File: config.mk
export PLATFORM = sky130hd
export DESIGN_NAME = qpio_ports
export DESIGN_NICKNAME = d
export VERILOG_FILES = /design/src/qpio_pkg.sv /design/src/qpio_reg_if.sv /design/src/qpio_port_slice.sv /design/src/qpio_ports.sv
export SDC_FILE = /design/constraint.sdc
export NUM_CORES = 1
export LEC_CHECK = 0
export BUFFER_PORTS_ARGS = -buffer_cell sky130_fd_sc_hd__clkbuf_2
export CAP_MARGIN = 30
export CORE_MARGIN = 2
export CORE_UTILIZATION = 54
export CTS_BUF_LIST = sky130_fd_sc_hd__clkbuf_4
export CTS_CLUSTER_SIZE = 16
export DETAILED_ROUTE_END_ITERATION = 10
export PLACE_DENSITY = 0.95
export REMOVE_ABC_BUFFERS = 1
export SLEW_MARGIN = 10
export SYNTH_ARGS = -nofsm -noshare
export SYNTH_HDL_FRONTEND = slang
export SYNTH_SLANG_ARGS = --single-unit
File: constraint.sdc
create_clock -name sys_clk -period 3.67 [get_ports sys_clk]
set_input_delay 0.5505 -clock sys_clk [delete_from_list [all_inputs] [get_ports sys_clk]]
set_output_delay 0.5505 -clock sys_clk [all_outputs]
set_load 0.01 [all_outputs]
File: src/qpio_pkg.sv
// Package for the quad parallel I/O ports: register offsets, widths and reset values.
// Assumes a byte-wide register port with an 8-bit address field.
package qpio_pkg;
    localparam int QPIO_DATA_W = 8;
    localparam int QPIO_ADDR_W = 8;
    localparam int QPIO_NUM_PORTS = 4;
    // Register offsets
    localparam logic [7:0] QPIO_PORT_A_DATA = 8'h00;
    localparam logic [7:0] QPIO_PORT_B_DATA = 8'h01;
    localparam logic [7:0] QPIO_PORT_C_DATA = 8'h02;
    localparam logic [7:0] QPIO_PORT_D_DATA = 8'h03;
    localparam logic [7:0] QPIO_PORT_A_DIRECTION = 8'h04;
    localparam logic [7:0] QPIO_PORT_B_DIRECTION = 8'h05;
    localparam logic [7:0] QPIO_PORT_C_DIRECTION = 8'h06;
    localparam logic [7:0] QPIO_PORT_D_DIRECTION = 8'h07;
    // Field positions and reset values
    localparam int QPIO_COMPARE_BIT = 6;
    localparam logic [7:0] QPIO_DIR_RESET = 8'h00;
    localparam logic [7:0] QPIO_DATA_INIT = 8'h00;
    localparam logic [7:0] QPIO_UNMAPPED_READ = 8'h00;
endpackage : qpio_pkg

File: src/qpio_reg_if.sv
// Interface carrying one port's latch, direction and pin signals to a port slice.
// Assumes a single clock domain; used only inside the I/O port block.
interface qpio_reg_if;
    import qpio_pkg::*;
    logic [QPIO_DATA_W-1:0] latchQ;
    logic [QPIO_DATA_W-1:0] dirQ;
    logic [QPIO_DATA_W-1:0] altEn;
    logic [QPIO_DATA_W-1:0] altOut;
    logic [QPIO_DATA_W-1:0] pinIn;
    logic [QPIO_DATA_W-1:0] pinOut;
    logic [QPIO_DATA_W-1:0] pinOeN;
    logic [QPIO_DATA_W-1:0] readVal;
    modport core (output latchQ, dirQ, altEn, altOut, pinIn, input pinOut, pinOeN, readVal);
    modport slice (input latchQ, dirQ, altEn, altOut, pinIn, output pinOut, pinOeN, readVal);
endinterface : qpio_reg_if

File: src/qpio_port_slice.sv
// One 8-bit port slice: output mux, pin drive enables and read-back mux.
// Assumes pin inputs already synchronous to sys_clk.
module qpio_port_slice
    import qpio_pkg::*;
(
    // Port signals
    qpio_reg_if.slice port
);
    // Alternate unit drive replaces the latch, direction still gates the pin
    assign port.pinOut = (port.altEn & port.altOut) | (~port.altEn & port.latchQ);
    assign port.pinOeN = ~port.dirQ;
    // Outputs read the latch, inputs and unit-driven pins read the pin level
    assign port.readVal = (port.dirQ & ~port.altEn & port.latchQ)
        | (~(port.dirQ & ~port.altEn) & port.pinIn);
endmodule : qpio_port_slice

File: src/qpio_ports.sv
// Top of the quad parallel I/O ports: four 8-bit ports behind a byte register port.
// Assumes a master issuing one-cycle strobes; read data valid the cycle after a read.
// Port D shares pins with timer, serial and PWM units through unitEn/unitOut inputs.
//
// Design decision made here: the address-and-strobe port.
module qpio_ports
    import qpio_pkg::*;
(
    // Clock, enable and reset
    input wire logic sys_clk,
    input wire logic reset_n,
    input wire logic clkEn,
    // Register port
    input wire logic [QPIO_ADDR_W-1:0] regAddr,
    input wire logic [QPIO_DATA_W-1:0] regWdata,
    input wire logic regWrite,
    input wire logic regRead,
    output logic [QPIO_DATA_W-1:0] regRdata,
    // Port A pins
    input wire logic [QPIO_DATA_W-1:0] portAIn,
    output logic [QPIO_DATA_W-1:0] portAOut,
    output logic [QPIO_DATA_W-1:0] portAOeN,
    // Port B pins
    input wire logic [QPIO_DATA_W-1:0] portBIn,
    output logic [QPIO_DATA_W-1:0] portBOut,
    output logic [QPIO_DATA_W-1:0] portBOeN,
    // Port C pins
    input wire logic [QPIO_DATA_W-1:0] portCIn,
    output logic [QPIO_DATA_W-1:0] portCOut,
    output logic [QPIO_DATA_W-1:0] portCOeN,
    // Port D pins, fourth_port_pins
    input wire logic [QPIO_DATA_W-1:0] fourthPortPinsIn,
    output logic [QPIO_DATA_W-1:0] fourthPortPinsOut,
    output logic [QPIO_DATA_W-1:0] fourthPortPinsOeN,
    // On-chip units sharing port D
    input wire logic [QPIO_DATA_W-1:0] unitEn,
    input wire logic [QPIO_DATA_W-1:0] unitOut,
    input wire logic timerComparePin
);
    logic [QPIO_DATA_W-1:0] latchQ [QPIO_NUM_PORTS];
    logic [QPIO_DATA_W-1:0] dirQ [QPIO_NUM_PORTS];
    logic [QPIO_DATA_W-1:0] readVal [QPIO_NUM_PORTS];
    logic [QPIO_DATA_W-1:0] pinIn [QPIO_NUM_PORTS];
    logic [QPIO_DATA_W-1:0] pinOut [QPIO_NUM_PORTS];
    logic [QPIO_DATA_W-1:0] pinOeN [QPIO_NUM_PORTS];
    logic [QPIO_DATA_W-1:0] dMask;
    logic [QPIO_DATA_W-1:0] regRdata_d;
    logic [QPIO_DATA_W-1:0] regRdata_q;
    logic isData;
    logic isDir;
    logic [1:0] portSel;
    logic [QPIO_NUM_PORTS-1:0] latchSeen_q;

    // Address decode: offsets 0-3 are latches, 4-7 are direction registers
    assign isData = (regAddr >= QPIO_PORT_A_DATA) && (regAddr <= QPIO_PORT_D_DATA);
    assign isDir = (regAddr >= QPIO_PORT_A_DIRECTION) && (regAddr <= QPIO_PORT_D_DIRECTION);
    assign portSel = regAddr[1:0];

    // Bit 6 of port D has no direction storage
    assign dMask = ~(QPIO_DATA_W'(1) << QPIO_COMPARE_BIT);

    // Data latches are not reset, so they hold across a reset pulse
    always_ff @(posedge sys_clk)
    begin
        if (clkEn && regWrite && isData)
        begin
            latchQ[portSel] <= regWdata;
        end
    end

    // Direction registers clear on reset so every pin except port D bit 6 (always an output) starts as an input
    always_ff @(posedge sys_clk or negedge reset_n)
    begin
        if (!reset_n)
        begin
            for (int i = 0; i < QPIO_NUM_PORTS; i++)
            begin
                dirQ[i] <= QPIO_DIR_RESET;
            end
        end
        else if (clkEn && regWrite && isDir)
        begin
            if (portSel == 2'h3)
            begin
                dirQ[portSel] <= regWdata & dMask;
            end
            else
            begin
                dirQ[portSel] <= regWdata;
            end
        end
    end

    // Pin inputs per port
    assign pinIn[0] = portAIn;
    assign pinIn[1] = portBIn;
    assign pinIn[2] = portCIn;
    assign pinIn[3] = fourthPortPinsIn;

    // Four identical port slices; only port D has alternate unit drive
    generate
        for (genvar g = 0; g < QPIO_NUM_PORTS; g++)
        begin : gPort
            qpio_reg_if pif();
            assign pif.latchQ = latchQ[g];
            assign pif.pinIn = pinIn[g];
            if (g == QPIO_NUM_PORTS - 1)
            begin : gShared
                // Bit 6 forced to unit drive and always enabled as output
                assign pif.dirQ = dirQ[g] | ~dMask;
                assign pif.altEn = unitEn | ~dMask;
                assign pif.altOut = (unitOut & dMask)
                    | ({QPIO_DATA_W{timerComparePin}} & ~dMask);
            end
            else
            begin : gPlain
                assign pif.dirQ = dirQ[g];
                assign pif.altEn = '0;
                assign pif.altOut = '0;
            end
            qpio_port_slice uSlice (
                .port(pif.slice)
            );
            assign readVal[g] = pif.readVal;
            assign pinOut[g] = pif.pinOut;
            assign pinOeN[g] = pif.pinOeN;
        end
    endgenerate

    // Pin outputs, 31 bidirectional plus the compare-only line
    assign portAOut = pinOut[0];
    assign portAOeN = pinOeN[0];
    assign portBOut = pinOut[1];
    assign portBOeN = pinOeN[1];
    assign portCOut = pinOut[2];
    assign portCOeN = pinOeN[2];
    assign fourthPortPinsOut = pinOut[3];
    assign fourthPortPinsOeN = pinOeN[3];

    // Read mux; unmapped addresses read zero
    always_comb
    begin
        regRdata_d = QPIO_UNMAPPED_READ;
        if (isData)
        begin
            regRdata_d = readVal[portSel];
        end
        else if (isDir)
        begin
            regRdata_d = dirQ[portSel];
        end
    end

    // Read data registered; stands only in the cycle after the strobe
    always_ff @(posedge sys_clk or negedge reset_n)
    begin
        if (!reset_n)
        begin
            regRdata_q <= QPIO_UNMAPPED_READ;
        end
        else if (clkEn)
        begin
            regRdata_q <= regRead ? regRdata_d : QPIO_UNMAPPED_READ;
        end
    end
    assign regRdata = regRdata_q;

    // Check aid: latches power up unknown, so checks on them wait for a first write
    always_ff @(posedge sys_clk)
    begin
        if (clkEn && regWrite && isData)
        begin
            latchSeen_q[portSel] <= 1'b1;
        end
    end

    // Reset and direction storage
    AST_DIR_RESET: assert property (
        @(posedge sys_clk) !reset_n |=> (dirQ[0] == QPIO_DIR_RESET && dirQ[1] == QPIO_DIR_RESET
        && dirQ[2] == QPIO_DIR_RESET && dirQ[3] == QPIO_DIR_RESET))
        else $error("direction not cleared by reset");
    AST_DIR6_NONE: assert property (
        @(posedge sys_clk) disable iff (!reset_n)
        dirQ[3][QPIO_COMPARE_BIT] == 1'b0)
        else $error("port D direction bit 6 stored");
    AST_DIR_WRITE_A: assert property (
        @(posedge sys_clk) disable iff (!reset_n)
        (clkEn && regWrite && regAddr == QPIO_PORT_A_DIRECTION) |=> dirQ[0] == $past(regWdata))
        else $error("port A direction write lost");
    AST_DIR_WRITE_B: assert property (
        @(posedge sys_clk) disable iff (!reset_n)
        (clkEn && regWrite && regAddr == QPIO_PORT_B_DIRECTION) |=> dirQ[1] == $past(regWdata))
        else $error("port B direction write lost");
    AST_DIR_WRITE_D: assert property (
        @(posedge sys_clk) disable iff (!reset_n)
        (clkEn && regWrite && regAddr == QPIO_PORT_D_DIRECTION)
        |=> dirQ[3] == ($past(regWdata) & dMask))
        else $error("port D direction write lost");
    AST_DIR_RW: assert property (
        @(posedge sys_clk) disable iff (!reset_n)
        (clkEn && regWrite && regAddr == QPIO_PORT_C_DIRECTION) ##1
        (clkEn && regRead && regAddr == QPIO_PORT_C_DIRECTION && !$past(regRead))
        |=> regRdata == $past(dirQ[2]))
        else $error("direction read back wrong");
    // A frozen clock enable must hold the port A and port D direction registers and the read data
    AST_FREEZE: assert property (
        @(posedge sys_clk) disable iff (!reset_n)
        !clkEn |=> ($stable(dirQ[0]) && $stable(dirQ[3]) && $stable(regRdata)))
        else $error("state moved while clock enable low");

    // Pin drive and direction gating
    AST_OUT_DRIVE: assert property (
        @(posedge sys_clk) disable iff (!reset_n)
        dirQ[0][0] |-> (portAOeN[0] == 1'b0 && portAOut[0] == latchQ[0][0]))
        else $error("output pin not driving latch");
    AST_IN_FLOAT: assert property (
        @(posedge sys_clk) disable iff (!reset_n)
        !dirQ[1][3] |-> portBOeN[3])
        else $error("input pin is driving");
    AST_ENABLE_A: assert property (
        @(posedge sys_clk) disable iff (!reset_n)
        portAOeN == ~dirQ[0])
        else $error("port A drive enable differs from direction");
    AST_ENABLE_B: assert property (
        @(posedge sys_clk) disable iff (!reset_n)
        portBOeN == ~dirQ[1])
        else $error("port B drive enable differs from direction");
    AST_ENABLE_C: assert property (
        @(posedge sys_clk) disable iff (!reset_n)
        portCOeN == ~dirQ[2])
        else $error("port C drive enable differs from direction");
    AST_ENABLE_D: assert property (
        @(posedge sys_clk) disable iff (!reset_n)
        (fourthPortPinsOeN & dMask) == (~dirQ[3] & dMask))
        else $error("port D drive enable differs from direction");

    // Latch writes and retention across reset
    AST_LATCH_WRITE_A: assert property (
        @(posedge sys_clk) disable iff (!reset_n)
        (clkEn && regWrite && regAddr == QPIO_PORT_A_DATA) |=> latchQ[0] == $past(regWdata))
        else $error("port A latch not updated by write");
    AST_LATCH_WRITE_B: assert property (
        @(posedge sys_clk) disable iff (!reset_n)
        (clkEn && regWrite && regAddr == QPIO_PORT_B_DATA) |=> latchQ[1] == $past(regWdata))
        else $error("port B latch not updated by write");
    AST_LATCH_WRITE: assert property (
        @(posedge sys_clk) disable iff (!reset_n)
        (clkEn && regWrite && regAddr == QPIO_PORT_C_DATA) |=> latchQ[2] == $past(regWdata))
        else $error("latch not updated by write");
    AST_LATCH_WRITE_D: assert property (
        @(posedge sys_clk) disable iff (!reset_n)
        (clkEn && regWrite && regAddr == QPIO_PORT_D_DATA) |=> latchQ[3] == $past(regWdata))
        else $error("port D latch not updated by write");
    // The plain ports always present the latch, the direction only gates the pad
    AST_LATCH_OUT_A: assert property (
        @(posedge sys_clk) disable iff (!reset_n)
        latchSeen_q[0] |-> portAOut == latchQ[0])
        else $error("port A output does not follow its latch");
    AST_LATCH_OUT_B: assert property (
        @(posedge sys_clk) disable iff (!reset_n)
        latchSeen_q[1] |-> portBOut == latchQ[1])
        else $error("port B output does not follow its latch");
    AST_LATCH_OUT_C: assert property (
        @(posedge sys_clk) disable iff (!reset_n)
        latchSeen_q[2] |-> portCOut == latchQ[2])
        else $error("port C output does not follow its latch");
    // No reset qualifier here: the latches must ride through a reset pulse untouched
    AST_LATCH_HOLD: assert property (
        @(posedge sys_clk)
        (latchSeen_q[0] && !(clkEn && regWrite && regAddr == QPIO_PORT_A_DATA))
        |=> $stable(latchQ[0]))
        else $error("latch changed without write");
    AST_LATCH_HOLD_B: assert property (
        @(posedge sys_clk)
        (latchSeen_q[1] && !(clkEn && regWrite && regAddr == QPIO_PORT_B_DATA))
        |=> $stable(latchQ[1]))
        else $error("port B latch changed without write");
    AST_LATCH_HOLD_C: assert property (
        @(posedge sys_clk)
        (latchSeen_q[2] && !(clkEn && regWrite && regAddr == QPIO_PORT_C_DATA))
        |=> $stable(latchQ[2]))
        else $error("port C latch changed without write");
    AST_LATCH_HOLD_D: assert property (
        @(posedge sys_clk)
        (latchSeen_q[3] && !(clkEn && regWrite && regAddr == QPIO_PORT_D_DATA))
        |=> $stable(latchQ[3]))
        else $error("port D latch changed without write");

    // Read path
    AST_READ_LATCH: assert property (
        @(posedge sys_clk) disable iff (!reset_n)
        (clkEn && regRead && regAddr == QPIO_PORT_A_DATA && dirQ[0] == 8'hff)
        |=> regRdata == $past(latchQ[0]))
        else $error("output read did not return latch");
    AST_READ_PIN: assert property (
        @(posedge sys_clk) disable iff (!reset_n)
        (clkEn && regRead && regAddr == QPIO_PORT_B_DATA && dirQ[1] == 8'h00)
        |=> regRdata == $past(portBIn))
        else $error("input read did not return pin");
    AST_DIR_READ_D: assert property (
        @(posedge sys_clk) disable iff (!reset_n)
        (clkEn && regRead && regAddr == QPIO_PORT_D_DIRECTION)
        |=> (regRdata == $past(dirQ[3]) && regRdata[QPIO_COMPARE_BIT] == 1'b0))
        else $error("port D direction read back wrong");
    AST_UNMAPPED_READ: assert property (
        @(posedge sys_clk) disable iff (!reset_n)
        (clkEn && regRead && regAddr > QPIO_PORT_D_DIRECTION)
        |=> regRdata == QPIO_UNMAPPED_READ)
        else $error("unmapped address returned data");

    // Shared port D pins
    AST_COMPARE_PIN: assert property (
        @(posedge sys_clk) disable iff (!reset_n)
        fourthPortPinsOut[QPIO_COMPARE_BIT] == timerComparePin
        && !fourthPortPinsOeN[QPIO_COMPARE_BIT])
        else $error("compare pin not driven by timer");
    AST_COMPARE_READ: assert property (
        @(posedge sys_clk) disable iff (!reset_n)
        (clkEn && regRead && regAddr == QPIO_PORT_D_DATA)
        |=> regRdata[QPIO_COMPARE_BIT] == $past(fourthPortPinsIn[QPIO_COMPARE_BIT]))
        else $error("compare bit did not read pin");
    AST_UNIT_DRIVE: assert property (
        @(posedge sys_clk) disable iff (!reset_n)
        unitEn[0] |-> fourthPortPinsOut[0] == unitOut[0])
        else $error("unit does not drive shared pin");
    AST_UNIT_DIR: assert property (
        @(posedge sys_clk) disable iff (!reset_n)
        (unitEn[1] && !dirQ[3][1]) |-> fourthPortPinsOeN[1])
        else $error("unit pin drives with direction cleared");
    AST_UNIT_DIR_SET: assert property (
        @(posedge sys_clk) disable iff (!reset_n)
        (unitEn[3] && dirQ[3][3])
        |-> (!fourthPortPinsOeN[3] && fourthPortPinsOut[3] == unitOut[3]))
        else $error("unit pin not driven with direction set");
    AST_SHARED_READ: assert property (
        @(posedge sys_clk) disable iff (!reset_n)
        (clkEn && regRead && regAddr == QPIO_PORT_D_DATA && unitEn[2])
        |=> regRdata[2] == $past(fourthPortPinsIn[2]))
        else $error("shared bit did not read pin");
endmodule : qpio_ports

# After elaboration in Yosys (flattened, before gate mapping)
# Memory sizes are Yosys's and may differ from the RTL's.
# Index checks and enable logic that the tools add are counted.
dict set report op_classes {
  reduce_logical 6
  muxes 16
  n_bitwise 24
  eq_ne 1
  order_cmp 6
}
# op n
set ops {}
lappend ops {{AND 8 bit} 11}
lappend ops {{bitwise mux 32 bit} 2}
lappend ops {{2-to-1 mux 8 bit} 8}
lappend ops {{inverter 8 bit} 6}
lappend ops {{bitwise OR 8 bit} 5}
lappend ops {{binary-select mux 8 bit (select 2 bit)} 2}
lappend ops {{2-to-1 mux 32 bit} 1}
lappend ops {{demux 8 bit (select 2 bit)} 1}
lappend ops {{greater-or-equal comparator 8 x 1 -> 1 bit, second input constant} 1}
lappend ops {{greater-or-equal comparator 8 x 3 -> 1 bit, second input constant} 1}
lappend ops {{<= comparator 8 x 2 -> 1 bit, second input constant} 1}
lappend ops {{<= comparator 8 x 3 -> 1 bit, second input constant} 1}
lappend ops {{bitwise OR 8 x 7 -> 8 bit} 1}
lappend ops {{logical AND 1 bit} 6}
lappend ops {{greater-or-equal comparator 3 bit, second input constant} 1}
lappend ops {{less-than comparator 3 x 1 -> 1 bit, second input constant} 1}
lappend ops {{inverter 2 -> 3 bit} 1}
lappend ops {{equality test 2 bit, second input constant} 1}
lappend ops {{2-to-1 mux 1 bit} 2}
dict set report totals {
  out_inout_bits 72
  inputBits 70
  mem_count 1
  mem_bits_rw 32
  ff_bits 40
}
# name words word_bits rd rd_ports_with_merged_regs write_ports line
set mem_list {}
lappend mem_list {latchQ 4 8 4 0 1 qpio_ports.sv:40} ;# logic [QPIO_DATA_W-1:0] latchQ [QPIO_NUM_PORTS];

# Logic depth before layout (Yosys ltp)
# Gate-level depths: netlist of run 1.
dict set report logic_depth {
  word_depth 10
  depth_mapped 6
  mapped_depth_nobuf 4
}

# By module
# Synthesis of run 1 repeated with hierarchy kept, for this count alone.
dict set report unflattened {
  cells_unflattened 295
  hier_area_um2 4479.3
}
# module instances area_each_um2 cells_per_inst
set modules_own_cells {}
lappend modules_own_cells {qpio_ports 1 3078.0 167}
lappend modules_own_cells {qpio_port_slice 4 350.3 32}

# Worst setup path before layout of run 1
# OpenSTA, ideal clock, no wires.
dict set report synth_timing {
  path_type {input -> register}
  startpoint {input regAddr[5]}
  endpoint {memory latchQ[0][0], enable pin}
  setup_ps 370
  path_buffers 0
  stages 4
  arrival_time_ps 1924
  path_slack_ps 1376
  cell_sequence {or3_4 > nor3_1 > nand3_1 > nor2_1}
}
dict set report synth_between {
  elab_chain_cells 5
  elab_cells_between_ends 6
  cone_classes {2 x order compare; 2 x mux; 2 x reduce/logical}
}
# item line
set synth_rtl {}
lappend synth_rtl {{from (decl)} qpio_ports.sv:14} ;# input wire logic [QPIO_ADDR_W-1:0] regAddr,
lappend synth_rtl {{greater-or-equal comparator 8 x 1 -> 1 bit / <= comparator 8 x 2 -> 1 bit (equally long branches)} qpio_ports.sv:55} ;# assign isData = (regAddr >= QPIO_PORT_A_DATA) && (regAddr <= QPIO_PORT_D_DATA);
lappend synth_rtl {{logical AND 1 bit *} qpio_ports.sv:55}
lappend synth_rtl {{logical AND 1 bit *} --}
lappend synth_rtl {{2-to-1 mux 1 bit *} qpio_ports.sv:65} ;# if (clkEn && regWrite && isData)
lappend synth_rtl {{2-to-1 mux 1 bit (not written as such) *} qpio_ports.sv:67} ;# latchQ[portSel] <= regWdata;
lappend synth_rtl {{to (decl)} qpio_ports.sv:40}
# Every way passes the cells marked *; elsewhere a longest branch is shown, timed or not.

# Worst setup path in the final report of run 1
dict set report layout_timing {
  startpoint {input regAddr[5]}
  endpoint {memory latchQ[3][7], enable pin}
}
# Same word-level chain as after synthesis.

==> out/qor.txt, run 1 <==
CTS clk-pin slew, worst paths -> 0.11 ns
Final period util -> 0.6039
Logic pwr share -> 0.113
YS warnings -> 0
Syn Std Cell Area -> 3578 µm²
Startpoint Class -> input pin
Req. time, crit path -> 3.70 ns
Site row count -> 29
I/O pins -> 142
Residual DRC -> 0
Worst Setup End Kind -> flop
Cell family with most CP delay -> simple AND/OR/NAND/NOR gates
Critical path cell sequence -> clkbuf_2 > or3_4 > nor3_1 > nand3_1 > nor2_1
Largest family of logic cells by synthesized area -> multiplexers
Core Area -> 6386 µm²
FF+latch area -> 1932 µm²
Sequential share of power -> 0.569
Worst-margin pin slew -> 1.017 ns
GRT Resource Usage Total -> 0.2756
Fill cells -> 445
Fin. Hold Viols -> 0
Area grow syn2layout -> 25.73%
Via/cell ratio -> 5.796
Seq/Total Area, Yosys -> 0.5399
Post-synthesis xor/xnor area fraction -> 0
Cts hold-fix bufs -> 0
Fin util -> 0.7045
Clock power frac -> 0.318
First-pass DRT Iterations -> 5
Distinct cells, synth -> 29
Hold Crit Class -> in -> async
Global-route wire length before repair -> 14660 µm
Worst hold slack -> 0.1283 ns
Finished Cell Area -> 4499 µm²
Pwr/cell area -> 332.1 nW/µm²
Initial core utilization -> 0.5603
WS Path Type -> in -> reg
Clock sinks -> 71
VDD IR max -> 0.0002061 V
Area post-placement -> 4368 µm²
LEAKAGE -> 2.092 nW
Post-CTS sizing -> 0
Chip height -> 85.41 µm
Total Wirelength -> 9777 µm
Area fraction in compound gates after synthesis -> 0.08217
Share of cells above drive strength 1 -> 0.5396
RSZ-0062 raised after global routing -> false
Post-synthesis mux area share -> 0.2318
Die width -> 85.41 µm
DRT antenna net count -> 0
Critical path fanouts, max -> 7
Via count -> 2863
Sum Neg Setup Slack -> 0 ns
Simple-gate share of the synthesized area -> 0.09161
Final setup viols -> 0
Int Power -> 0.001139 W
Post-layout nets -> 482
Number of DRC markers in iteration 0 -> 131
TritonCTS buffer count -> 9
Fmax -> 0.4512 GHz
Total grt overflow -> 0
Area share of fa/ha/maj cells after synthesis -> 0
Final Skew -> 0.01085 ns
Synthesized flop and latch total -> 71
# port buffers -> 136
N_diodes -> 0
Post-layout min period -> 2.216 ns
Avg Cell Area, Syn -> 13.45 µm²
Routed wire length per instance -> 19.79 µm
Buf/Inv on CP -> 1
CP max stage cell -> nor2_1
Largest net degree at the start of global routing -> 23
GP Congestion -> 0.7954
Status -> finished clean
Die area -> 7294 µm²
Worst Path Arrival -> 2.25 ns
CTS H-tree lvls -> 3
CTS tree -> done
Critical path's largest stage delay -> 0.81 ns
Headroom to the max-slew limit -> 0.3195
Max clock buf depth -> 2
Psw -> 0.0003549 W
Post-CTS setup buffers -> 0
Max Cap Viol -> 0
Vias in the first global route -> 2802
Antenna violations before repair -> 0
Clock root buffer -> clkbuf_4
Slew Limit Fails -> 0
Sw frac -> 0.2375
Syn Inst Count -> 266
Worst skew pair latency -> 0.41 ns
Multi-input gate area -> 1455 µm²
HPWL Detailed -> 6897 µm
==> logic make-up (layout without fill, tap and decap cells) <==
| family | Yosys count | count (layout) |
|---|---|---|
| buffers and inverters | 42 | 193 |
| DFF | 71 | 71 |
| and+or+nand+nor | 44 | 44 |
| AOI/OAI and AO/OA | 44 | 44 |
| other | 1 | 1 |
| muxes | 64 | 64 |
==> cells in the mapped netlist, drive strengths merged <==
master,number,area share
o22ai,7,0.012
inv,33,0.035
nand3b,7,0.015
a31oi,7,0.012
o21ai,15,0.021
dfrtp,40,0.28
a22o,1,0.0024
clkbuf,1,0.0010
mux2,52,0.16
or2,2,0.0035
nor2,8,0.027
buf,8,0.018
a211oi,7,0.015
nor3,2,0.0028
a32o,7,0.020
or3,2,0.0049
edfxtp,31,0.26
nor4,1,0.0035
nand2b,2,0.0035
mux4,9,0.060
nand3,2,0.0028
mux2i,3,0.0084
nand2,3,0.0031
nor2b,15,0.026
conb,1,0.0010
==> final timing paths <==
| kind | slack [ns] | cells past startpoint | to | start |
|---|---|---|---|---|
| max | 1.45 | 5 | latchQ[3][7] | regAddr[5] |
| max reg2reg | 2.13 | 4 | regRdata[3] | flop |
| min | 0.13 | 1 | regRdata[0] | reset_n |
| min reg2reg | 0.52 | 1 | regRdata[5] | regRdata[5] |
| min in group sys_clk | 0.39 | 1 | latchQ[1][6] | regWdata[6] |
| max in group asynchronous | 3.03 | 2 | asynchronous set/reset pin | reset_n |
==> placed cells by master (no fill, tap or decap) <==
master,Yosys,final
o21ai_0,15,15
nand3_1,2,2
nor2b_1,15,15
mux4_2,6,6
dfrtp_1,40,40
edfxtp_1,31,31
inv_1,33,33
conb_1,1,1
or2_2,2,2
buf_16,0,1
buf_4,7,7
mux2_2,52,52
or3_4,1,1
a211oi_1,7,7
or3_1,1,1
a32o_1,7,7
nor2_1,4,4
bufinv_16,0,1
o22ai_1,7,7
clkbuf_4,0,11
a22o_1,1,1
nand2b_1,2,2
nor4_2,1,1
mux4_1,3,3
nor2_8,4,4
clkbuf_2,0,136
nand3b_1,7,7
clkinv_2,0,3
clkinv_1,0,1
a31oi_1,7,7
nand2_1,3,3
nor3_1,2,2
mux2i_1,3,3
==> worst reg2reg max path, cell delays in order, from the launching register on <==
cell and delay [ns]:
dfrtp_1 0.44, mux4_1 0.52, nor2b_1 0.12, a31oi_1 0.06, a32o_1 0.31
==> through the flow <==
stage	setup slack [ns]	power, W	cells
2_1_floorplan	1.376	0.0009391	257
3_3_place_gp	1.105	0.001025	477
3_5_place_dp	1.073	0.001035	478
4_1_cts	1.507	0.001502	494
5_1_grt	1.441	0.001552	494
6_report	1.454	0.001494	494
==> metal layers <==
metal,vias up,global-route usage,part of all wire
met4,0,0.1544,0.036
met1,1367,0.3694,0.41
li1,1293,-,-
met2,174,0.4212,0.47
met5,-,0,0
met3,29,0.05739,0.083
==> power groups by stage <==
stage | sequential, W | clock, W | combinational (W)
floorplan | 0.000864 | 0 | 0.0000746
finish | 0.000851 | 0.000475 | 0.000169
global placement | 0.000866 | 0 | 0.000158
detailed placement | 0.000867 | 0 | 0.000168
CTS | 0.000851 | 0.000482 | 0.000169
global route | 0.000853 | 0.000516 | 0.000183
==> final cells by class <==
type                    count  area share
flip-flops and latches     71      0.4294
inverters                  33     0.02753
multi-input cells         153      0.3234
clock buffers              11     0.01835
repair buffers            144      0.1691
clock inverters             5     0.01085
well taps                  77     0.02141
Note: power is estimated with default switching activity, not from simulation.
==> run 2, diff against run 1 <==
--- a/config.mk
+++ b/config.mk
@@ -8,11 +8,11 @@
 export BUFFER_PORTS_ARGS = -buffer_cell sky130_fd_sc_hd__clkbuf_2
 export CAP_MARGIN = 30
 export CORE_MARGIN = 2
-export CORE_UTILIZATION = 54
+export CORE_UTILIZATION = 50
 export CTS_BUF_LIST = sky130_fd_sc_hd__clkbuf_4
 export CTS_CLUSTER_SIZE = 16
 export DETAILED_ROUTE_END_ITERATION = 10
-export PLACE_DENSITY = 0.95
+export PLACE_DENSITY = 0.9
 export REMOVE_ABC_BUFFERS = 1
 export SLEW_MARGIN = 10
 export SYNTH_ARGS = -nofsm -noshare
==> constraint.sdc (replaced) <==
create_clock -name sys_clk -period 2.3 [get_ports sys_clk]
set_input_delay 0.345 -clock sys_clk [delete_from_list [all_inputs] [get_ports sys_clk]]
set_output_delay 0.345 -clock sys_clk [all_outputs]
set_load 0.01 [all_outputs]
==> out/qor.txt, run 2 (synthesized netlist as in run 1, its figures left out) <==
Req. time, crit path -> 2.61 ns
WS Path Type -> in -> reg
Via/cell ratio -> 5.449
# port buffers -> 136
LEAKAGE -> 2.129 nW
Total Wirelength -> 9691 µm
Critical path's largest stage delay -> 0.50 ns
Share of cells above drive strength 1 -> 0.5410
Layout Cells excl Fill -> 523
Fin. Hold Viols -> 0
Largest net degree at the start of global routing -> 28
Number of DRC markers in iteration 0 -> 181
Post-layout min period -> 1.710 ns
RSZ-0062 raised after global routing -> false
Worst skew pair latency -> 0.43 ns
Initial core utilization -> 0.5209
Max Cap Viol -> 0
Post-layout nets -> 492
I/O pins -> 142
Global-route wire length before repair -> 13970 µm
Slew Limit Fails -> 0
Final setup viols -> 0
Headroom to the max-slew limit -> 0.5042
Die width -> 88.60 µm
CP Launch Point -> regAddr[1]
Worst hold slack -> 0.1879 ns
Clock sinks -> 71
Core Area -> 6869 µm²
Area grow syn2layout -> 28.25%
GRT Resource Usage Total -> 0.2525
Most frequent cells in the layout -> clkbuf_2 (136), mux2_2 (52), dfrtp_1 (40)
Vias in the first global route -> 2685
CTS tree -> done
Site row count -> 30
CTS clk-pin slew, worst paths -> 0.12 ns
Antenna violations before repair -> 0
First-pass DRT Iterations -> 4
GP Congestion -> 0.8457
HPWL Detailed -> 7033 µm
Die area -> 7850 µm²
Via count -> 2850
Critical path fanouts, max -> 13
Chip height -> 88.60 µm
Residual DRC -> 0
TritonCTS buffer count -> 9
Worst hold start -> regWdata[0]
Worst Setup End Kind -> flop
Startpoint Class -> input pin
Fmax -> 0.5847 GHz
Dpl cells -> 506
Worst Path Arrival -> 2.02 ns
Hold Crit Class -> in -> reg
Status -> finished clean
Worst-margin pin slew -> 0.7437 ns
CTS H-tree lvls -> 3
Critical path cell sequence -> clkbuf_2 > nand2b_1 > a211oi_1 > o21ai_0 > a32o_1
Final Skew -> 0.01660 ns
Commonest non-fill, non-tap cell in the layout -> clkbuf_2
N_diodes -> 0
DRT antenna net count -> 0
Final period util -> 0.7437
Routed wire length per instance -> 18.53 µm
Clock root buffer -> clkbuf_4
Total grt overflow -> 0
Pwr/cell area -> 517.8 nW/µm²
Max clock buf depth -> 2
Sum Neg Setup Slack -> 0 ns
CP max stage cell -> nand2b_1
VDD IR max -> 0.0002811 V
## run 2: timing repair
action	in CTS	in global routing
resized for setup	0	0
hold buffers	1	0
buffers inserted	0	0
endpoints found under the hold margin	13	0
## run 2: stage by stage
step                      power, W    util  setup WS [ns]  area (µm²)
after floorplan           0.001498       -         0.2113        3511
after global placement    0.001640  0.6452         0.2088        4432
after detailed placement  0.001651  0.6481         0.1772        4452
after CTS                 0.002385  0.6681         0.6290        4589
after global routing      0.002463  0.6681         0.5814        4589
final                     0.002376  0.6681         0.5896        4589
## run 2: metal layers
metal	vias to the layer above	global-route usage	part of all wire
li1	1298	-	-
met1	1367	0.3344	0.42
met2	156	0.4019	0.48
met3	29	0.04291	0.074
met4	0	0.1336	0.032
met5	-	0	0
## run 2: worst max-delay path: cells and delay by family
kind	cells	cell delay (ns)
AOI/OAI and AO/OA	3	0.79
buffers and inverters	1	0.37
and+or+nand+nor	1	0.50
## run 2: layout make-up
cell class                      count  area, µm²
Inverter                           33      123.9
Tap cell                           96      120.1
Sequential cell                    71       1932
Multi-Input combinational cell    153       1455
Clock buffer                       10      75.07
Fill cell                         507       2280
Clock inverter                      6      52.55
Timing Repair Buffer              154      830.8
## run 2: worst paths after layout
| path | endpoint | slack (ns) | cells past startpoint |
|---|---|---|---|
| worst max-delay path | regRdata[5] | 0.59 | 5 |
| worst min-delay path | latchQ[1][0] | 0.19 | 1 |
| worst max register to register | regRdata[1] | 0.80 | 4 |
| worst min register to register | regRdata[3] | 0.51 | 1 |
| max in group asynchronous | asynchronous set/reset pin | 1.44 | 3 |
| min in group asynchronous | asynchronous set/reset pin | 0.37 | 2 |
## run 2: power by group
part	internal [W]	leakage (nW)	switching, W
Combinational	0.000132	1.23	0.000137
Clock	0.000330	0.0666	0.000420
Sequential	0.00134	0.834	0.0000182
Total	0.00180	2.13	0.000575
